## src/rtl/agc_consts.svh

```systemverilog
// offsets, field positions, reset values and limits of the brightness control block
`ifndef AGC_CONSTS_SVH
`define AGC_CONSTS_SVH
// register byte offsets
`define AGC_OFS_CTRL 8'h00
`define AGC_OFS_TARGET 8'h04
`define AGC_OFS_GMAN 8'h08
`define AGC_OFS_GFLR 8'h0C
`define AGC_OFS_GCEIL 8'h10
`define AGC_OFS_EMAN 8'h14
`define AGC_OFS_EFLR 8'h18
`define AGC_OFS_ECEIL 8'h1C
`define AGC_OFS_W0XY 8'h20
`define AGC_OFS_W0WH 8'h24
`define AGC_OFS_W1XY 8'h28
`define AGC_OFS_W1WH 8'h2C
`define AGC_OFS_IXY 8'h30
`define AGC_OFS_IWH 8'h34
`define AGC_OFS_GOUT 8'h38
`define AGC_OFS_EOUT 8'h3C
`define AGC_OFS_STAT 8'h40
// control field positions
`define AGC_CTRL_GMODE 0
`define AGC_CTRL_EMODE 2
`define AGC_CTRL_WSEL 4
`define AGC_CTRL_PIX12 5
`define AGC_CTRL_TRIGW 6
`define AGC_CTRL_BIN 7
`define AGC_CTRL_BSH 8
`define AGC_CTRL_PROF 10
`define AGC_CTRL_NOLIM 11
// reset values
`define AGC_RST_CTRL 12'h000
`define AGC_RST_TARGET 16'h8080
`define AGC_RST_GMAN 12'h000
`define AGC_RST_GFLR 12'h000
`define AGC_RST_GCEIL 12'h0FF
`define AGC_RST_EMAN 20'h0_2710
`define AGC_RST_EFLR 20'h0_0064
`define AGC_RST_ECEIL 20'h0_C350
`define AGC_RST_WW 12'h800
`define AGC_RST_WH 12'h600
// gray full scale, gain/exposure bounds, gray dead band and step sizes
`define AGC_FULL8 12'h0FF
`define AGC_FULL12 12'hFFF
`define AGC_GMIN8 12'h000
`define AGC_GMAX8 12'h3FF
`define AGC_GMIN12 12'h040
`define AGC_GMAX12 12'h2FF
`define AGC_GMAXBIN 12'h1FF
`define AGC_GABSMAX 12'hFFF
`define AGC_EMIN 20'h0_000A
`define AGC_EMAX 20'hF_FFFF
`define AGC_TOL 12'h002
`define AGC_GSTEP 12'h004
`define AGC_ESTEP 20'h0_0040
`endif

```

## src/rtl/agc_pkg.sv

```systemverilog
// types shared by the brightness control block
package agc_pkg;
	// per-function operating mode, 2'b11 is illegal
	typedef enum logic [1:0] {AGC_OFF = 2'b00, AGC_ONCE = 2'b01, AGC_CONT = 2'b10} agc_mode_t;
	// controller sequence
	typedef enum logic [1:0] {AGC_WAIT = 2'b00, AGC_MUL = 2'b01, AGC_STEP = 2'b10} agc_state_t;
endpackage

```

## src/rtl/agc_stat_if.sv

```systemverilog
// carrier between the controller and the window statistics unit
`timescale 1ns/1ps
`default_nettype none
interface agc_stat_if;
	logic pv; // synced pixel valid
	logic fv; // synced frame valid
	logic lv; // synced line valid
	logic [11:0] pix; // synced gray value
	logic bin; // binning on
	logic [1:0] bsh; // binning shift
	logic [11:0] wx, wy, ww, wh; // statistics window
	logic [11:0] ix, iy, iw, ih; // image output window
	logic [39:0] sum; // sum of overlapped pixels
	logic [23:0] cnt; // number of overlapped pixels
	logic done; // frame statistics ready pulse
	modport ctl (output pv, fv, lv, pix, bin, bsh, wx, wy, ww, wh, ix, iy, iw, ih,
		input sum, cnt, done);
	modport stat (input pv, fv, lv, pix, bin, bsh, wx, wy, ww, wh, ix, iy, iw, ih,
		output sum, cnt, done);
endinterface
`default_nettype wire

```

## src/rtl/agc_stats.sv

```systemverilog
// window statistics: sums gray values in the window and image overlap
`timescale 1ns/1ps
`default_nettype none
module agc_stats
(
	input wire logic clk,
	input wire logic rst_n,
	agc_stat_if.stat sif
);
	//--------------------------------------------------
	// coordinates
	//--------------------------------------------------
	logic [11:0] col, row; // physical position
	logic fv_q, lv_q; // previous levels for edges
	logic [39:0] acc; // running sum
	logic [23:0] n; // running count
	// binned mode addresses virtual columns and lines
	wire [11:0] vx = sif.bin ? (col >> sif.bsh) : col;
	wire [11:0] vy = sif.bin ? (row >> sif.bsh) : row;
	wire in_w = vx >= sif.wx && 13'(vx) < 13'(sif.wx) + 13'(sif.ww)
		&& vy >= sif.wy && 13'(vy) < 13'(sif.wy) + 13'(sif.wh);
	wire in_i = vx >= sif.ix && 13'(vx) < 13'(sif.ix) + 13'(sif.iw)
		&& vy >= sif.iy && 13'(vy) < 13'(sif.iy) + 13'(sif.ih);
	wire take = sif.pv && sif.lv && in_w && in_i; // only the intersection counts
	wire sof = sif.fv && !fv_q;
	wire eof = !sif.fv && fv_q;
	//--------------------------------------------------
	// counters and accumulator
	//--------------------------------------------------
	// position advances per pixel, lines on line-valid fall
	always_ff @(posedge clk or negedge rst_n)
	begin
		if (!rst_n)
		begin
			col <= 12'h000; row <= 12'h000; fv_q <= 1'b0; lv_q <= 1'b0;
			acc <= 40'h00_0000_0000; n <= 24'h00_0000;
			sif.sum <= 40'h00_0000_0000; sif.cnt <= 24'h00_0000; sif.done <= 1'b0;
		end
		else
		begin
			fv_q <= sif.fv; lv_q <= sif.lv;
			sif.done <= eof;
			if (sof)
			begin
				// fresh frame, clear statistics
				row <= 12'h000; col <= 12'h000; acc <= 40'h00_0000_0000; n <= 24'h00_0000;
			end
			else
			begin
				if (sif.pv && sif.lv) col <= col + 12'h001;
				if (!sif.lv && lv_q)
				begin
					col <= 12'h000; row <= row + 12'h001;
				end
				if (take)
				begin
					acc <= acc + 40'(sif.pix); n <= n + 24'h00_0001;
				end
			end
			if (eof)
			begin
				sif.sum <= acc; sif.cnt <= n;
			end
		end
	end
endmodule
`default_nettype wire

```

## src/rtl/agc_top.sv

```systemverilog
// automatic gain and exposure control with APB registers
//--------------------------------------------------
// Behaviour
// - binned mode uses virtual window coordinates
// - auto gain steps gain toward target
// - gain offers once and continuous modes
// - no overlap: gain follows manual value
// - auto gain kept between floor and ceiling
// - gain bounds from format, binning, unlock
// - target gray 0-255 or 0-4095
// - fraction scales to format gray range
// - trigger-width mode disables auto exposure
// - auto exposure steps exposure toward target
// - either window, once or continuous exposure
// - no overlap: exposure follows manual value
// - exposure limits bounded by model range
// - average only over window-image overlap
//--------------------------------------------------
`timescale 1ns/1ps
`default_nettype none
`include "agc_consts.svh"
module agc_top
#(
	parameter logic [11:0] TOL = `AGC_TOL, // gray dead band
	parameter logic [11:0] GSTEP = `AGC_GSTEP, // gain step per frame
	parameter logic [19:0] ESTEP = `AGC_ESTEP, // exposure step per frame
	parameter logic [19:0] EMIN = `AGC_EMIN, // model minimum exposure
	parameter logic [19:0] EMAX = `AGC_EMAX // model maximum exposure
)
(
	input wire logic MCLK_I,
	input wire logic RSTN_I,
	input wire logic PSEL_I,
	input wire logic PENABLE_I,
	input wire logic PWRITE_I,
	input wire logic [7:0] PADDR_I,
	input wire logic [31:0] PWDATA_I,
	output logic [31:0] PRDATA_O,
	output logic PREADY_O,
	output logic PSLVERR_O,
	input wire logic FRAME_VALID_I,
	input wire logic LINE_VALID_I,
	input wire logic PIX_VALID_I,
	input wire logic [11:0] PIX_DATA_I,
	output logic [11:0] GAIN_O,
	output logic [19:0] EXPOSURE_O
);
	//--------------------------------------------------
	// reset release and pin synchronisers
	//--------------------------------------------------
	logic clk;
	logic rst_m, rst_n; // reset release pair
	logic [14:0] pin_m, pin_s; // pixel pins, two stages
	assign clk = MCLK_I;
	// reset asserts at once, releases after two edges
	always_ff @(posedge clk or negedge RSTN_I)
	begin
		if (!RSTN_I)
		begin
			rst_m <= 1'b0; rst_n <= 1'b0;
		end
		else
		begin
			rst_m <= 1'b1; rst_n <= rst_m;
		end
	end
	// pixel pins come from the sensor domain
	always_ff @(posedge clk or negedge rst_n)
	begin
		if (!rst_n)
		begin
			pin_m <= 15'h0000; pin_s <= 15'h0000;
		end
		else
		begin
			pin_m <= {FRAME_VALID_I, LINE_VALID_I, PIX_VALID_I, PIX_DATA_I};
			pin_s <= pin_m;
		end
	end
	//--------------------------------------------------
	// registers
	//--------------------------------------------------
	logic [11:0] ctrl; // modes and options
	logic [15:0] target; // target fraction, 0.16 fixed point
	logic [11:0] gain_man, gain_floor, gain_ceiling; // gain settings
	logic [19:0] exp_man, exposure_floor, exposure_ceiling; // exposure settings
	logic [23:0] w0xy, w0wh, w1xy, w1wh, ixy, iwh; // windows, y in [23:12]
	logic [11:0] gain_auto; // automatically adjusted gain
	logic [19:0] exp_auto; // automatically adjusted exposure
	logic hit, stuck; // last evaluation result
	logic pready; // access-phase wait flag
	agc_pkg::agc_state_t st; // controller state
	logic [39:0] sum_q, lo_thr, hi_thr; // frame sum and thresholds
	logic [23:0] cnt_q; // frame pixel count
	// bus decode
	wire acc = PSEL_I && PENABLE_I;
	wire wr = acc && pready && PWRITE_I;
	wire wr_ctrl = wr && PADDR_I == `AGC_OFS_CTRL;
	wire [1:0] gm_bits = ctrl[`AGC_CTRL_GMODE +: 2];
	wire [1:0] em_bits = ctrl[`AGC_CTRL_EMODE +: 2];
	wire gm_once = gm_bits == agc_pkg::AGC_ONCE;
	wire em_once = em_bits == agc_pkg::AGC_ONCE;
	wire gain_act = gm_once || gm_bits == agc_pkg::AGC_CONT;
	wire trigw = ctrl[`AGC_CTRL_TRIGW];
	wire exp_act = (em_once || em_bits == agc_pkg::AGC_CONT) && !trigw;
	wire pix12 = ctrl[`AGC_CTRL_PIX12];
	// read selection, unmapped offsets raise an error
	wire rd_ok = PADDR_I <= `AGC_OFS_STAT && PADDR_I[1:0] == 2'b00;
	wire [31:0] rd_val =
		PADDR_I == `AGC_OFS_CTRL ? {20'h0_0000, ctrl} :
		PADDR_I == `AGC_OFS_TARGET ? {16'h0000, target} :
		PADDR_I == `AGC_OFS_GMAN ? {20'h0_0000, gain_man} :
		PADDR_I == `AGC_OFS_GFLR ? {20'h0_0000, gain_floor} :
		PADDR_I == `AGC_OFS_GCEIL ? {20'h0_0000, gain_ceiling} :
		PADDR_I == `AGC_OFS_EMAN ? {12'h000, exp_man} :
		PADDR_I == `AGC_OFS_EFLR ? {12'h000, exposure_floor} :
		PADDR_I == `AGC_OFS_ECEIL ? {12'h000, exposure_ceiling} :
		PADDR_I == `AGC_OFS_W0XY ? {4'h0, w0xy[23:12], 4'h0, w0xy[11:0]} :
		PADDR_I == `AGC_OFS_W0WH ? {4'h0, w0wh[23:12], 4'h0, w0wh[11:0]} :
		PADDR_I == `AGC_OFS_W1XY ? {4'h0, w1xy[23:12], 4'h0, w1xy[11:0]} :
		PADDR_I == `AGC_OFS_W1WH ? {4'h0, w1wh[23:12], 4'h0, w1wh[11:0]} :
		PADDR_I == `AGC_OFS_IXY ? {4'h0, ixy[23:12], 4'h0, ixy[11:0]} :
		PADDR_I == `AGC_OFS_IWH ? {4'h0, iwh[23:12], 4'h0, iwh[11:0]} :
		PADDR_I == `AGC_OFS_GOUT ? {20'h0_0000, GAIN_O} :
		PADDR_I == `AGC_OFS_EOUT ? {12'h000, EXPOSURE_O} :
		PADDR_I == `AGC_OFS_STAT ? {29'h0000_0000, stuck, hit, cnt_q != 24'h00_0000} :
		32'h0000_0000;
	// one wait state, then answer with registered data
	always_ff @(posedge clk or negedge rst_n)
	begin
		if (!rst_n)
		begin
			pready <= 1'b0; PRDATA_O <= 32'h0000_0000; PSLVERR_O <= 1'b0;
		end
		else
		begin
			pready <= acc && !pready;
			if (acc && !pready)
			begin
				PRDATA_O <= rd_val; PSLVERR_O <= !rd_ok;
			end
		end
	end
	assign PREADY_O = pready;
	//--------------------------------------------------
	// limits and target
	//--------------------------------------------------
	// allowed gain range depends on format, binning, unlock
	wire [11:0] g_min = ctrl[`AGC_CTRL_NOLIM] ? 12'h000 : pix12 ? `AGC_GMIN12 : `AGC_GMIN8;
	wire [11:0] g_max_f = pix12 ? `AGC_GMAX12 : `AGC_GMAX8;
	wire [11:0] g_max = ctrl[`AGC_CTRL_NOLIM] ? `AGC_GABSMAX :
		ctrl[`AGC_CTRL_BIN] ? `AGC_GMAXBIN : g_max_f;
	wire [11:0] g_flr = gain_floor < g_min ? g_min : gain_floor > g_max ? g_max : gain_floor;
	wire [11:0] g_ceil = gain_ceiling > g_max ? g_max :
		gain_ceiling < g_flr ? g_flr : gain_ceiling;
	// exposure limits held inside the model range
	wire [19:0] e_flr = exposure_floor < EMIN ? EMIN :
		exposure_floor > EMAX ? EMAX : exposure_floor;
	wire [19:0] e_ceil = exposure_ceiling > EMAX ? EMAX :
		exposure_ceiling < e_flr ? e_flr : exposure_ceiling;
	// fraction times full scale, rounded to nearest gray
	wire [11:0] full = pix12 ? `AGC_FULL12 : `AGC_FULL8;
	wire [27:0] gprod = 28'(target) * 28'(full) + 28'h000_8000;
	wire [11:0] gray = gprod[27:16];
	wire [12:0] gray_hi = 13'(gray) + 13'(TOL);
	wire [11:0] gray_lo = gray > TOL ? gray - TOL : 12'h000;
	//--------------------------------------------------
	// step decision
	//--------------------------------------------------
	wire no_ov = cnt_q == 24'h00_0000; // window misses image
	wire dark = sum_q < lo_thr;
	wire bright = sum_q > hi_thr;
	wire [11:0] g_cl = gain_auto < g_flr ? g_flr : gain_auto > g_ceil ? g_ceil : gain_auto;
	wire [19:0] e_cl = exp_auto < e_flr ? e_flr : exp_auto > e_ceil ? e_ceil : exp_auto;
	wire [12:0] g_sum = 13'(g_cl) + 13'(GSTEP);
	wire [11:0] g_up = g_sum > 13'(g_ceil) ? g_ceil : g_sum[11:0];
	wire [11:0] g_dn = 13'(g_cl) < 13'(g_flr) + 13'(GSTEP) ? g_flr : g_cl - GSTEP;
	wire [20:0] e_sum = 21'(e_cl) + 21'(ESTEP);
	wire [19:0] e_up = e_sum > 21'(e_ceil) ? e_ceil : e_sum[19:0];
	wire [19:0] e_dn = 21'(e_cl) < 21'(e_flr) + 21'(ESTEP) ? e_flr : e_cl - ESTEP;
	wire up_g = gain_act && g_cl < g_ceil;
	wire dn_g = gain_act && g_cl > g_flr;
	wire up_e = exp_act && e_cl < e_ceil;
	wire dn_e = exp_act && e_cl > e_flr;
	// profile: when clear, exposure rises first and gain falls first, so gain stays low
	wire min_gain = !ctrl[`AGC_CTRL_PROF];
	wire mv_eu = dark && up_e && (min_gain || !up_g);
	wire mv_gu = dark && up_g && !mv_eu;
	wire mv_gd = bright && dn_g && (min_gain || !dn_e);
	wire mv_ed = bright && dn_e && !mv_gd;
	wire next_hit = !no_ov && !dark && !bright;
	wire next_stuck = !no_ov && (dark || bright) && !(mv_eu || mv_gu || mv_gd || mv_ed);
	wire fin = no_ov || next_hit || next_stuck; // once run ends
	//--------------------------------------------------
	// statistics unit
	//--------------------------------------------------
	agc_stat_if sif ();
	wire wsel = ctrl[`AGC_CTRL_WSEL]; // either window feeds brightness
	assign sif.fv = pin_s[14];
	assign sif.lv = pin_s[13];
	assign sif.pv = pin_s[12];
	assign sif.pix = pin_s[11:0];
	assign sif.bin = ctrl[`AGC_CTRL_BIN];
	assign sif.bsh = ctrl[`AGC_CTRL_BSH +: 2];
	assign {sif.wy, sif.wx} = wsel ? w1xy : w0xy;
	assign {sif.wh, sif.ww} = wsel ? w1wh : w0wh;
	assign {sif.iy, sif.ix} = ixy;
	assign {sif.ih, sif.iw} = iwh;
	agc_stats u_stats (.clk(clk), .rst_n(rst_n), .sif(sif));
	//--------------------------------------------------
	// register writes and mode bookkeeping
	//--------------------------------------------------
	// a bus write to the control word wins over the once clear, being the later assignment;
	// writes to other registers must not swallow the clear, or a once run never ends
	always_ff @(posedge clk or negedge rst_n)
	begin
		if (!rst_n)
		begin
			ctrl <= `AGC_RST_CTRL; target <= `AGC_RST_TARGET;
			gain_man <= `AGC_RST_GMAN; gain_floor <= `AGC_RST_GFLR;
			gain_ceiling <= `AGC_RST_GCEIL; exp_man <= `AGC_RST_EMAN;
			exposure_floor <= `AGC_RST_EFLR; exposure_ceiling <= `AGC_RST_ECEIL;
			w0xy <= 24'h00_0000; w1xy <= 24'h00_0000; ixy <= 24'h00_0000;
			w0wh <= {`AGC_RST_WH, `AGC_RST_WW}; w1wh <= {`AGC_RST_WH, `AGC_RST_WW};
			iwh <= {`AGC_RST_WH, `AGC_RST_WW};
		end
		else
		begin
			// single-shot functions fall back to off
			if (st == agc_pkg::AGC_STEP && fin)
			begin
				if (gm_once) ctrl[`AGC_CTRL_GMODE +: 2] <= agc_pkg::AGC_OFF;
				if (em_once) ctrl[`AGC_CTRL_EMODE +: 2] <= agc_pkg::AGC_OFF;
			end
			if (wr)
			begin
			unique case (PADDR_I)
				`AGC_OFS_CTRL: ctrl <= PWDATA_I[11:0];
				`AGC_OFS_TARGET: target <= PWDATA_I[15:0];
				`AGC_OFS_GMAN: gain_man <= PWDATA_I[11:0];
				`AGC_OFS_GFLR: gain_floor <= PWDATA_I[11:0];
				`AGC_OFS_GCEIL: gain_ceiling <= PWDATA_I[11:0];
				`AGC_OFS_EMAN: exp_man <= PWDATA_I[19:0];
				`AGC_OFS_EFLR: exposure_floor <= PWDATA_I[19:0];
				`AGC_OFS_ECEIL: exposure_ceiling <= PWDATA_I[19:0];
				`AGC_OFS_W0XY: w0xy <= {PWDATA_I[27:16], PWDATA_I[11:0]};
				`AGC_OFS_W0WH: w0wh <= {PWDATA_I[27:16], PWDATA_I[11:0]};
				`AGC_OFS_W1XY: w1xy <= {PWDATA_I[27:16], PWDATA_I[11:0]};
				`AGC_OFS_W1WH: w1wh <= {PWDATA_I[27:16], PWDATA_I[11:0]};
				`AGC_OFS_IXY: ixy <= {PWDATA_I[27:16], PWDATA_I[11:0]};
				`AGC_OFS_IWH: iwh <= {PWDATA_I[27:16], PWDATA_I[11:0]};
				default: ; // read-only and unmapped writes ignored
			endcase
			end
		end
	end
	//--------------------------------------------------
	// closed loop
	//--------------------------------------------------
	// sequence: frame done, thresholds, one step per frame
	always_ff @(posedge clk or negedge rst_n)
	begin
		if (!rst_n)
		begin
			st <= agc_pkg::AGC_WAIT; sum_q <= 40'h00_0000_0000; cnt_q <= 24'h00_0000;
			lo_thr <= 40'h00_0000_0000; hi_thr <= 40'h00_0000_0000;
			gain_auto <= `AGC_RST_GMAN; exp_auto <= `AGC_RST_EMAN;
			hit <= 1'b0; stuck <= 1'b0;
		end
		else
		begin
			unique case (st)
				agc_pkg::AGC_WAIT:
				begin
					if (sif.done)
					begin
						sum_q <= sif.sum; cnt_q <= sif.cnt; st <= agc_pkg::AGC_MUL;
					end
				end
				agc_pkg::AGC_MUL:
				begin
					// average compared as sum against gray times count
					lo_thr <= 40'(gray_lo) * 40'(cnt_q);
					hi_thr <= 40'(gray_hi) * 40'(cnt_q);
					st <= agc_pkg::AGC_STEP;
				end
				agc_pkg::AGC_STEP:
				begin
					hit <= next_hit; stuck <= next_stuck; st <= agc_pkg::AGC_WAIT;
					if (no_ov)
					begin
						gain_auto <= gain_man; exp_auto <= exp_man;
					end
					else
					begin
						gain_auto <= mv_gu ? g_up : mv_gd ? g_dn : g_cl;
						exp_auto <= mv_eu ? e_up : mv_ed ? e_dn : e_cl;
					end
				end
				default: st <= agc_pkg::AGC_WAIT;
			endcase
			// inactive functions track manual, so a run starts there
			if (!gain_act) gain_auto <= gain_man;
			if (!exp_act) exp_auto <= exp_man;
		end
	end
	// outputs select auto or manual value
	always_ff @(posedge clk or negedge rst_n)
	begin
		if (!rst_n)
		begin
			GAIN_O <= `AGC_RST_GMAN; EXPOSURE_O <= `AGC_RST_EMAN;
		end
		else
		begin
			GAIN_O <= gain_act ? gain_auto : gain_man;
			EXPOSURE_O <= exp_act ? exp_auto : exp_man;
		end
	end
endmodule
`default_nettype wire

```

## config.mk

```make
export PLATFORM = sky130hd
export DESIGN_NAME = agc_top
export DESIGN_NICKNAME = d
export VERILOG_FILES = /design/src/rtl/agc_pkg.sv /design/src/rtl/agc_stat_if.sv /design/src/rtl/agc_stats.sv /design/src/rtl/agc_top.sv
export VERILOG_INCLUDE_DIRS = /design/src /design/src/rtl
export SDC_FILE = /design/constraint.sdc
export NUM_CORES = 2
export LEC_CHECK = 0
export ABC_AREA = 1
export BUFFER_PORTS_ARGS = -buffer_cell sky130_fd_sc_hd__buf_4
export CAP_MARGIN = 20
export CORE_MARGIN = 2
export CORE_UTILIZATION = 35
export CTS_CLUSTER_SIZE = 16
export DETAILED_ROUTE_END_ITERATION = 6
export PLACE_DENSITY = 0.61
export SKIP_CTS_REPAIR_TIMING = 1
export SYNTH_ARGS = -nofsm -noshare
export SYNTH_HDL_FRONTEND = slang
export SYNTH_SLANG_ARGS = --single-unit
```

## constraint.sdc

```tcl
create_clock -name MCLK_I -period 23.1 [get_ports MCLK_I]
set_clock_uncertainty 0.1 [all_clocks]
set_input_delay 1.155 -clock MCLK_I [delete_from_list [all_inputs] [get_ports MCLK_I]]
set_output_delay 1.155 -clock MCLK_I [all_outputs]
set_load 0.03 [all_outputs]
```

==> metrics <==
status complete, no violations; Overall Power roughly 0.0031 W; Period minus WS final roughly 15 ns; crit path launch type flip-flop; gr usage total between 20% and 30%; CTS buffer count 82; Finish-stage setup viols 0; Final Util ~39%; Core Area ~200000 um^2; crit end category flip-flop; CTS max path bufs 3; worst-path maximum fanout 80; GPL Wtd Cong between 0.9 and 1; sw frac between 30% and 40%; ANT nets after route 0; Int Pwr around 0.0022 W; initial antenna violation count 3; Fin Hold WS between 0.1 and 0.15 ns; CP peak stage delay around 0.94 ns; post-synthesis cell area 68500 um^2; Die Wd 446 um; DRT Wirelength between 200000 and 250000 um; via count 60300; ys async rst share 100%; Final Cycle Share around two thirds; most used flip-flop cell after synthesis dfrtp_1; # IOs approximately 130; Hold Fails Final Rpt 0; RSZ-0062 raised after global routing false; worst endpoint required time 23.56 ns; PwrDens between 40 and 50 nW/um^2; Synth Register Bits between 600 and 700; Post-synth EDFFs 0; first-pass GRT wire length approximately 360000 um; Yosys cell types between 70 and 80; H-Tree Level Count 3; drt first pass iters 6; Met3 Wirelength approximately 16000 um; met2 wire length between 100000 and 150000 um; max layer used met5; Synth Instances 8778; CP arrival between 15 and 20 ns; WS Path Type flip-flop to flip-flop; slew at the pin closest to its max-slew limit 1.10 ns; vias in the first global route slightly below 60000; Max VDD drop between 0.06 and 0.07 mV; FP Rows 162; R2R Setup Slk 7.80 ns; Crit-path slowest cell dfrtp_1; pre-CTS setup slack roughly 8.0 ns; Gate power share ~15%; WL per Instance 20.2 um; Setup Total Neg Slack 0 ns; global route overflow 0; drc violations 0; Slew headroom a little over a quarter; P_sw approximately 0.00095 W; crit-path most repeated cell fa_1; share of post-route cells with drive strength above 1 between 5 and 6%; clk_lat worst skew a little over 0.7 ns; Vias/cell around 5.3; DP HPWL around 180000 um; area grow syn2layout 9.55%; Die Area approximately 200000 um^2; Hold Crit Class primary input to async pin; nets 10100; largest net degree at the start of global routing approximately 170; sequential area share after synthesis about a quarter; CP Buf/Inv Count 10; count of pins over their slew limit 0; min setup slack post-route 7.80 ns; clock share of power 45.2%; Sink Count 690; clock slew at reported path FFs approximately 0.060 ns; max_cap viols 0; fmax ~65 MHz; Sequential Power Share around two fifths; critical path's top delay family adder cells; mean post-synth cell area 7.81 um^2; Die Height about 450 um; DR iter-0 viols roughly 5200; root buffer cell clkbuf_16; YS warnings 0; leakage 37.1 nW; CTS tree built; PortBufs around 120; initial core utilization 35.2%; Met1 Wirelength roughly 100000 um
[cells by family (layout without fill, tap and decap cells)]
family | after synthesis | in the layout | synth area share [%]
multiplexers | 20 | 20 | 0.329
adder cells (fa/ha/maj) | 1273 | 1273 | 29.6
AO/OA/AOI/OAI | 1585 | 1585 | 12.9
flip-flops | 690 | 690 | 25.3
buffers and inverters | 1754 | 1787 | 9.79
AND/OR/NAND/NOR | 3280 | 3280 | 19.8
other | 2 | 8 | 0.0110
XOR/XNOR | 174 | 174 | 2.25
[cell usage after synthesis (5+ instances only)]
library cell / instances / area, um^2
inv_2: 16 / 60.1
dfrtp_1: 647 / 16200
or2_2: 38 / 238
a221oi_1: 20 / 175
o22ai_1: 34 / 213
a21boi_0: 12 / 90.1
nor4_1: 28 / 175
o21a_1: 24 / 180
buf_2: 28 / 140
nand4_1: 112 / 701
o21ai_1: 12 / 60.1
a22oi_1: 7 / 52.6
and3_1: 6 / 37.5
mux2_2: 20 / 225
o2111ai_1: 33 / 289
nand2_1: 2028 / 7610
o211ai_1: 37 / 278
clkbuf_1: 270 / 1010
o31ai_1: 56 / 420
nand3b_1: 7 / 52.6
fa_1: 583 / 11700
a21oi_1: 472 / 2360
inv_1: 1390 / 5220
buf_6: 7 / 78.8
nand3_1: 375 / 1880
nor2_1: 576 / 2160
o221ai_1: 20 / 175
a31oi_1: 18 / 113
a211oi_1: 25 / 188
dfstp_2: 43 / 1130
o21ai_0: 755 / 3780
o21bai_1: 21 / 158
buf_1: 16 / 60.1
xnor2_1: 35 / 307
nand3_2: 5 / 50.1
nor3_1: 65 / 325
nand2_2: 14 / 87.6
xor2_1: 137 / 1200
ha_1: 690 / 8630
clkinv_1: 16 / 60.1
a21o_1: 14 / 105
buf_4: 10 / 75.1
[cell type report]
class,count,area [um^2]
fill,20200,120000
multi-input combinational,6337,44600
sequential,690,17300
inverter,1423,5340
tap,2624,3280
clock buffer,112,2330
timing repair buffer,213,1640
clock inverter,39,598
antenna,3,7.51
[power groups by stage]
| stage | Combinational, W | Clock (W) | Sequential, W |
|---|---|---|---|
| 2_1_floorplan | 0.000294 | 0 | 0.00127 |
| 3_3_place_gp | 0.000464 | 0 | 0.00125 |
| 3_5_place_dp | 0.000469 | 0 | 0.00125 |
| 4_1_cts | 0.000471 | 0.00144 | 0.00123 |
| 5_1_grt | 0.000525 | 0.00148 | 0.00123 |
| 6_report | 0.000478 | 0.00141 | 0.00123 |
[metrics by stage]
stage               cells  instance area (um^2)
finish              11400                 75100
global route        11400                 75100
CTS                 11400                 75100
detailed placement  11300                 72100
global placement    11300                 72100
floorplan            8781                 68500
[per-layer routing]
layer,global-route usage [%],vias up
met1,30.7,29400
met4,10.7,2
met5,0,-
li1,-,28200
met2,36.9,2217
met3,3.63,487
[layout by cell type (no fill, tap or decap), types with 18 or more instances in the layout]
cell type,instances
mux2_2,20
o21a_1,24
xor2_1,137
or2_2,38
nor3_1,65
dfstp_2,43
a21oi_1,472
o211ai_1,37
clkbuf_16,83
a211oi_1,25
a31oi_1,18
xnor2_1,35
inv_2,18
inv_1,1389
o2111ai_1,33
buf_4,209
o221ai_1,20
nand3_1,375
fa_1,583
ha_1,690
nand4_1,112
nand2_1,2027
o21bai_1,21
nor2_1,569
dfrtp_1,645
o22ai_1,34
o21ai_0,755
o31ai_1,56
a221oi_1,20
nor4_1,28
[flip-flops by register name, indices dropped and copies added, names as in the netlist, 28 cells and up]
| register | cells |
|---|---|
| u_stats.acc | 40 |
| hi_thr | 37 |
| sum_q | 40 |
| PRDATA_O | 28 |
| u_stats.sif.sum | 40 |
| lo_thr | 36 |
[path summary, 6_finish.rpt]
path,startpoint,end,depth (start not counted)
worst max register to register,ctrl[5]$_DFFE_PN0P_,lo_thr[35]$_DFFE_PN0N_,46
worst min-delay path,RSTN_I,rst_n$_DFF_PN0_,1
min in group MCLK_I,pin_m[7]$_DFF_PN0_,pin_s[7]$_DFF_PN0_,0
worst max-delay path,ctrl[5]$_DFFE_PN0P_,lo_thr[35]$_DFFE_PN0N_,46
max in group asynchronous,rst_n$_DFF_PN0_,exposure_floor[11]$_DFFE_PN0P_,2
worst min register to register,pin_m[7]$_DFF_PN0_,pin_s[7]$_DFF_PN0_,0
Note: power is estimated with default switching activity, not from simulation.
